<file path="config.mk">
export PLATFORM = sky130hd
export DESIGN_NAME = charger_status_registers
export DESIGN_NICKNAME = d
export VERILOG_FILES = /design/src/verilog/charger_status_registers.v /design/src/verilog/status_flag_cell.v
export VERILOG_INCLUDE_DIRS = /design/src /design/src/verilog
export SDC_FILE = /design/constraint.sdc
export NUM_CORES = 1
export LEC_CHECK = 0
export BUFFER_PORTS_ARGS = -buffer_cell sky130_fd_sc_hd__buf_2
export CORE_ASPECT_RATIO = 1.1
export CORE_MARGIN = 3
export CORE_UTILIZATION = 54
export DETAILED_ROUTE_END_ITERATION = 8
export GPL_TIMING_DRIVEN = 0
export HOLD_SLACK_MARGIN = 0.02
export PLACE_DENSITY = 0.75
export SLEW_MARGIN = 40
export SYNTH_ARGS = -nofsm -noshare
export SYNTH_HDL_FRONTEND = slang
export SYNTH_SLANG_ARGS = --single-unit
</file>
<file path="constraint.sdc">
create_clock -name sys_clk -period 1.1 [get_ports sys_clk]
set_clock_uncertainty 0.05 [all_clocks]
set_input_delay 0.165 -clock sys_clk [delete_from_list [all_inputs] [get_ports sys_clk]]
set_output_delay 0.165 -clock sys_clk [all_outputs]
set_load 0.02 [all_outputs]
</file>
<file path="src/verilog/charger_status_defs.vh">
// Constants for the charger status register bank
`ifndef CHARGER_STATUS_DEFS_VH
`define CHARGER_STATUS_DEFS_VH

`define ADDR_W 8
`define DATA_W 8
// Register offsets
`define OFF_PHASE_SOURCE 8'h1c
`define OFF_OPT_THERMAL 8'h1d
`define OFF_SWITCH_TIMER 8'h1e
`define OFF_IRQ_STATUS 8'h30
`define OFF_IRQ_MASK 8'h31
// Field positions
`define PHASE_HI 7
`define PHASE_LO 5
`define SOURCE_HI 4
`define SOURCE_LO 1
`define PORT_DONE_BIT 0
`define OPT_HI 7
`define OPT_LO 6
`define THERMAL_BIT 2
`define DATA_LINE_BIT 1
`define BATT_PRESENT_BIT 0
`define PAIR2_BIT 7
`define PAIR1_BIT 6
`define ADC_DONE_BIT 5
`define MIN_SYS_BIT 4
`define FAST_TMR_BIT 3
`define TRICKLE_TMR_BIT 2
`define PRE_TMR_BIT 1
// Code limits
`define PHASE_RESERVED 3'h5
`define SOURCE_GAP_LO 4'h9
`define SOURCE_GAP_HI 4'ha
`define SOURCE_LAST 4'hc
`define OPT_RESERVED 2'h3
`define PHASE_DONE 3'h7
// Reset values, event count and event bit indices
`define STATUS_RESET 8'h00
`define IRQ_RESET 8'h00
`define IRQ_EVENTS 8
`define EV_PORT_DONE 0
`define EV_ADC_DONE 1
`define EV_FAST_TMR 2
`define EV_TRICKLE_TMR 3
`define EV_PRE_TMR 4
`define EV_THERMAL 5
`define EV_MIN_SYS 6
`define EV_PHASE 7

`endif

</file>
<file path="src/verilog/charger_status_registers.v">
// Charger status register bank, read-only except the writable interrupt mask and write-one-to-clear flags, with event interrupt
//
// The strobed register port was chosen for this implementation.
`timescale 1ns/1ns
`include "charger_status_defs.vh"
module charger_status_registers #(
	parameter ADDR_W = `ADDR_W,
	parameter DATA_W = `DATA_W
) (
	input wire sys_clk,
	input wire resetn,
	input wire clk_en,
	input wire [ADDR_W-1:0] bus_addr,
	input wire [DATA_W-1:0] bus_wdata,
	input wire bus_write,
	input wire bus_read,
	output reg [DATA_W-1:0] bus_rdata,
	output wire irq,
	input wire [2:0] charge_phase,
	input wire [3:0] input_source_type,
	input wire port_detect_done,
	input wire [1:0] current_optimiser_state,
	input wire thermal_regulation_flag,
	input wire data_line_detect_active,
	input wire battery_present,
	input wire input_switch_pair2_fitted,
	input wire input_switch_pair1_fitted,
	input wire adc_done,
	input wire oneshot_mode,
	input wire forward_mode,
	input wire min_system_regulation_flag,
	input wire fast_charge_timer_expired,
	input wire trickle_timer_expired,
	input wire precharge_timer_expired
);
	reg [7:0] phase_source_reg;
	reg [7:0] opt_thermal_reg;
	reg [7:0] switch_timer_reg;
	reg [7:0] irq_mask_reg;
	reg [7:0] phase_source_next;
	reg [7:0] opt_thermal_next;
	reg [7:0] switch_timer_next;
	reg [7:0] rdata_next;
	reg [2:0] phase_code;
	reg [3:0] source_code;
	reg [1:0] opt_code;
	wire [7:0] flag_bits;
	wire [7:0] irq_terms;
	wire [7:0] event_levels;
	wire [7:0] clear_bits;

	// Filter incoming codes so reserved values never appear
	always @* begin
		phase_code = charge_phase;
		if (charge_phase == `PHASE_RESERVED)
			phase_code = 3'h0;
		source_code = input_source_type;
		if (input_source_type == `SOURCE_GAP_LO || input_source_type == `SOURCE_GAP_HI ||
			input_source_type > `SOURCE_LAST)
			source_code = 4'h0;
		opt_code = current_optimiser_state;
		if (current_optimiser_state == `OPT_RESERVED)
			opt_code = 2'h0;
	end

	// Assemble the next value of each status register
	always @* begin
		phase_source_next = `STATUS_RESET;
		phase_source_next[`PHASE_HI:`PHASE_LO] = phase_code;
		phase_source_next[`SOURCE_HI:`SOURCE_LO] = source_code;
		phase_source_next[`PORT_DONE_BIT] = port_detect_done;
		opt_thermal_next = `STATUS_RESET;
		opt_thermal_next[`OPT_HI:`OPT_LO] = opt_code;
		opt_thermal_next[`THERMAL_BIT] = thermal_regulation_flag;
		opt_thermal_next[`DATA_LINE_BIT] = data_line_detect_active;
		opt_thermal_next[`BATT_PRESENT_BIT] = battery_present;
		switch_timer_next = `STATUS_RESET;
		switch_timer_next[`PAIR2_BIT] = input_switch_pair2_fitted;
		switch_timer_next[`PAIR1_BIT] = input_switch_pair1_fitted;
		switch_timer_next[`ADC_DONE_BIT] = adc_done & oneshot_mode;
		switch_timer_next[`MIN_SYS_BIT] = min_system_regulation_flag & forward_mode;
		switch_timer_next[`FAST_TMR_BIT] = fast_charge_timer_expired;
		switch_timer_next[`TRICKLE_TMR_BIT] = trickle_timer_expired;
		switch_timer_next[`PRE_TMR_BIT] = precharge_timer_expired;
	end

	// Status registers follow the hardware; bus writes never touch them
	always @(posedge sys_clk or negedge resetn) begin
		if (!resetn) begin
			phase_source_reg <= `STATUS_RESET;
			opt_thermal_reg <= `STATUS_RESET;
			switch_timer_reg <= `STATUS_RESET;
		end else if (clk_en) begin
			phase_source_reg <= phase_source_next;
			opt_thermal_reg <= opt_thermal_next;
			switch_timer_reg <= switch_timer_next;
		end
	end

	// Interrupt mask register, the only location that stores written data (status writes only clear flags)
	always @(posedge sys_clk or negedge resetn) begin
		if (!resetn)
			irq_mask_reg <= `IRQ_RESET;
		else if (clk_en && bus_write && bus_addr == `OFF_IRQ_MASK)
			irq_mask_reg <= bus_wdata;
	end

	// Events that raise sticky flags
	assign event_levels[`EV_PORT_DONE] = phase_source_reg[`PORT_DONE_BIT];
	assign event_levels[`EV_ADC_DONE] = switch_timer_reg[`ADC_DONE_BIT];
	assign event_levels[`EV_FAST_TMR] = switch_timer_reg[`FAST_TMR_BIT];
	assign event_levels[`EV_TRICKLE_TMR] = switch_timer_reg[`TRICKLE_TMR_BIT];
	assign event_levels[`EV_PRE_TMR] = switch_timer_reg[`PRE_TMR_BIT];
	assign event_levels[`EV_THERMAL] = opt_thermal_reg[`THERMAL_BIT];
	assign event_levels[`EV_MIN_SYS] = switch_timer_reg[`MIN_SYS_BIT];
	assign event_levels[`EV_PHASE] = (phase_source_reg[`PHASE_HI:`PHASE_LO] == `PHASE_DONE);

	// Write one to clear on the interrupt status register
	assign clear_bits = (bus_write && bus_addr == `OFF_IRQ_STATUS) ? bus_wdata : 8'h00;

	genvar gi;
	generate
		for (gi = 0; gi < `IRQ_EVENTS; gi = gi + 1) begin : g_flag
			status_flag_cell u_flag (
				.sys_clk(sys_clk),
				.resetn(resetn),
				.clk_en(clk_en),
				.level_in(event_levels[gi]),
				.clear(clear_bits[gi]),
				.mask_bit(irq_mask_reg[gi]),
				.flag_reg(flag_bits[gi]),
				.irq_term(irq_terms[gi])
			);
		end
	endgenerate

	// Level interrupt while any unmasked flag is set
	assign irq = |irq_terms;

	// Read decode; unmapped addresses read zero
	always @* begin
		case (bus_addr)
			`OFF_PHASE_SOURCE: rdata_next = phase_source_reg;
			`OFF_OPT_THERMAL: rdata_next = opt_thermal_reg;
			`OFF_SWITCH_TIMER: rdata_next = switch_timer_reg;
			`OFF_IRQ_STATUS: rdata_next = flag_bits;
			`OFF_IRQ_MASK: rdata_next = irq_mask_reg;
			default: rdata_next = 8'h00;
		endcase
	end

	// Read data registered, valid the cycle after the read strobe
	always @(posedge sys_clk or negedge resetn) begin
		if (!resetn)
			bus_rdata <= 8'h00;
		else if (clk_en && bus_read)
			bus_rdata <= rdata_next;
	end
endmodule // charger_status_registers

</file>
<file path="src/verilog/status_flag_cell.v">
// One sticky event flag with edge detect, mask and write-one-to-clear
`timescale 1ns/1ns
module status_flag_cell (
	input wire sys_clk,
	input wire resetn,
	input wire clk_en,
	input wire level_in,
	input wire clear,
	input wire mask_bit,
	output reg flag_reg,
	output wire irq_term
);
	reg last_reg;

	// Rising edge of the level sets the flag; a set beats a clear
	always @(posedge sys_clk or negedge resetn) begin
		if (!resetn) begin
			last_reg <= 1'b0;
			flag_reg <= 1'b0;
		end else if (clk_en) begin
			last_reg <= level_in;
			if (level_in && !last_reg)
				flag_reg <= 1'b1;
			else if (clear)
				flag_reg <= 1'b0;
		end
	end

	// Unmasked contribution to the interrupt
	assign irq_term = flag_reg & mask_bit;
endmodule // status_flag_cell

</file>
==> impl_metrics.json <==
{
  "design.die.area_mm2": 0.00545,
  "ys_types": 32,
  "antenna_found_initial": 0,
  "initial_core_util_pct": 56.7,
  "port_buffers": 50,
  "peakVddDrop_mv": 0.835,
  "endpoint": "irq_mask_reg[6]$_DFFE_PN0P_",
  "slew_violations": 0,
  "rr_startpoint": "irq_mask_reg[2]$_DFFE_PN0P_",
  "clock_latency_ns": 0.29,
  "fillers": 360,
  "worstPathArrival_ns": 1.62,
  "worstPathMaxFanout": 8,
  "ys_warn_count": 0,
  "drc_errors": 0,
  "violations": "negative setup slack",
  "dieHeight_um": 77.1,
  "cts_buffers": 5,
  "fin_area_mm2": 0.00307,
  "dr_total_vias": 1995,
  "die-width_um": 70.7,
  "cts_root_buf": "clkbuf_8",
  "avgRoutedWirePerCell_um": 15.9,
  "ys_seq_area_share_pct": 52.4,
  "htree_levels": 2,
  "crit_path_start": "bus_addr[1]",
  "ys_ff_latch": 52,
  "dr.first_iter.drc_count": 139,
  "drt_wl_total_um": 5720,
  "nNetsFinal": 349,
  "area_delta_synth_final_pct": 23.6,
  "cts.clk_slew.worst_paths_ns": 0.09,
  "crit_type": "in -> reg",
  "tritoncts": "done",
  "num_rows": 25,
  "grt_pass1_wl_um": 9650,
  "p_seq_share_pct": 57.4,
  "design.portCount": 52,
  "rr_endpoint": "bus_rdata[2]$_DFFE_PN0P_",
  "gp_congestion": 0.822,
  "clk_path_buf_depth": 2,
  "ant_nets": 0,
  "placed_area_mm2": 0.00285,
  "startpoint_type": "input port",
  "fin_ws_ns": -0.386,
  "cts.sinks": 52,
  "dp.cells": 340,
  "grt_pass1_vias": 1957,
  "endpoint_kind": "register",
  "power-per-cell-area_mw_per_mm2": 1220,
  "p_leak_nw": 1.44,
  "hold_viol": 0,
  "synth_cells": 236,
  "rsz0062_at_grt": "true",
  "swShare_pct": 26.4,
  "setup_viol": 23,
  "switchingPower_mw": 0.989,
  "clkPwrFrac_pct": 27.1,
  "hold_class": "in -> reg",
  "fmax_mhz": 673,
  "power.internal_mw": 2.76,
  "syn_area_mm2": 0.00248,
  "max-slew-margin-rel_pct": 57.0,
  "status": "finished, violations left",
  "critPathRequiredTime_ns": 1.23,
  "reg2reg_slack_ns": -0.13,
  "r2r_cells": 4,
  "detail_route.first_pass.iterations": 5,
  "dp_hpwl_um": 4130,
  "synth_fp_nets": 279,
  "worst_slew_pin_slew_ns": 0.645,
  "postSynthAreaPerCell_um2": 10.5,
  "finalNonFillerCells": 360,
  "final_layout_size_suffix_gt1_share_pct": 35.6,
  "finalCritPeriodShare_pct": 135,
  "gr-total-overflow": 0,
  "min_period_ns": 1.49,
  "grt_max_degree": 53,
  "num_antenna_cells": 0,
  "multi_input_area_mm2": 0.00112,
  "vias_per_cell": 5.54,
  "seqCellArea_mm2": 0.00130,
  "combPwrFrac_pct": 15.5,
  "grt.total_usage_pct": 22.7,
  "drv_cap": 0,
  "core_mm2": 0.00438
}
synth_stat cells:
cell / count / area share (%)
a21oi_1: 8 / 1.6
a22oi_1: 4 / 1.2
a31oi_1: 1 / 0.25
a32o_1: 1 / 0.40
and2_0: 1 / 0.25
and2_1: 3 / 0.76
and4bb_2: 1 / 0.50
buf_1: 4 / 0.60
buf_2: 2 / 0.40
clkbuf_1: 4 / 0.60
dfrtp_1: 52 / 52
inv_1: 21 / 3.2
mux2_2: 22 / 10
mux2i_1: 12 / 4.8
nand2_1: 26 / 3.9
nand3_1: 8 / 1.6
nand3b_1: 4 / 1.2
nand4_1: 2 / 0.50
nor2_1: 8 / 1.2
nor2_8: 1 / 0.81
nor2b_1: 2 / 0.50
nor3b_1: 1 / 0.30
nor4_4: 1 / 0.86
nor4b_1: 1 / 0.35
o211ai_1: 2 / 0.60
o21ai_0: 29 / 5.8
o22a_1: 3 / 1.1
o22ai_1: 2 / 0.50
o2bb2ai_1: 7 / 2.5
or2_4: 1 / 0.35
or3b_2: 1 / 0.35
or4b_4: 1 / 0.55
worst min-delay path by stage:
stage                                            to  cells past startpoint        startpoint
floorplan                  bus_rdata[0]$_DFFE_PN0P_                      0            resetn
global placement    phase_source_reg[0]$_DFFE_PN0P_                      2  port_detect_done
detailed placement         bus_rdata[1]$_DFFE_PN0P_                      1            resetn
CTS                  opt_thermal_reg[0]$_DFFE_PN0P_                      2   battery_present
global route         opt_thermal_reg[0]$_DFFE_PN0P_                      2   battery_present
finish               opt_thermal_reg[0]$_DFFE_PN0P_                      2   battery_present
logic make-up (layout without fill, tap and decap cells):
logic type,count (synthesis),in the layout,synth area share [%]
buffers and inverters,31,101,4.79
multiplexers,34,34,14.8
AND/OR/NAND/NOR,62,62,14.1
flip-flops,52,52,52.4
AO/OA/AOI/OAI,57,57,14.0
stage by stage:
stage / util (%) / hold WS, ns / total power [mW] / TNS (ns) / worst slack [ns]
after floorplan: - / -0.181 / 2.48 / -8.52 / -0.550
after global placement: 65.0 / 0.346 / 2.72 / -32.16 / -0.774
after detailed placement: 65.1 / 0.184 / 2.74 / -25.20 / -0.774
after CTS: 69.3 / 0.0352 / 3.77 / -6.94 / -0.378
after global routing: 70.1 / 0.0349 / 3.96 / -7.09 / -0.399
final: 70.1 / 0.0418 / 3.75 / -6.42 / -0.386
cell type report:
class | count | share of cell area, %
clock inverters | 1 | 0.163
inverters | 21 | 2.57
clock buffers | 6 | 2.36
flip-flops and latches | 52 | 42.4
well taps | 54 | 2.20
multi-input cells | 153 | 36.6
repair buffers | 65 | 12.5
plain buffers | 8 | 1.26
critical path, stage by stage:
cell and delay (ns):
buf_6 0.09, or4b_4 0.54, or2_4 0.28, nor2_8 0.21
mux2_4 0.32
per-layer routing:
layer	track usage (%)	up-vias	share of wire (%)
li1	-	962	-
met1	32.8	958	46
met2	34.7	69	47
met3	4.19	6	6.2
met4	7.14	0	1.2
met5	0	-	0
placed cells by master, fill, tap and decap left out, types with 11 or more instances in the layout:
cell | netlist | layout
mux2_2 | 22 | 14
buf_2 | 2 | 47
o21ai_0 | 29 | 25
mux2i_1 | 12 | 11
inv_1 | 21 | 21
nand2_1 | 26 | 26
buf_4 | 0 | 17
dfrtp_1 | 52 | 52
power groups by stage:
| stage | logic, mW | clock network (mW) | registers (mW) |
|---|---|---|---|
| 2_1_floorplan | 0.305 | 0 | 2.18 |
| 3_3_place_gp | 0.539 | 0 | 2.18 |
| 3_5_place_dp | 0.552 | 0 | 2.18 |
| 4_1_cts | 0.578 | 1.04 | 2.15 |
| 5_1_grt | 0.652 | 1.13 | 2.17 |
| 6_report | 0.582 | 1.02 | 2.15 |
timing repair:
action	4_1_cts	5_1_grt
endpoints found under the setup margin	42	33
hold endpoints to repair	52	0
hold buffers	1	0
gates resized for setup	8	3
setup buffers	11	3
pin swaps	3	4
Power figures use the tool's default switching activity.
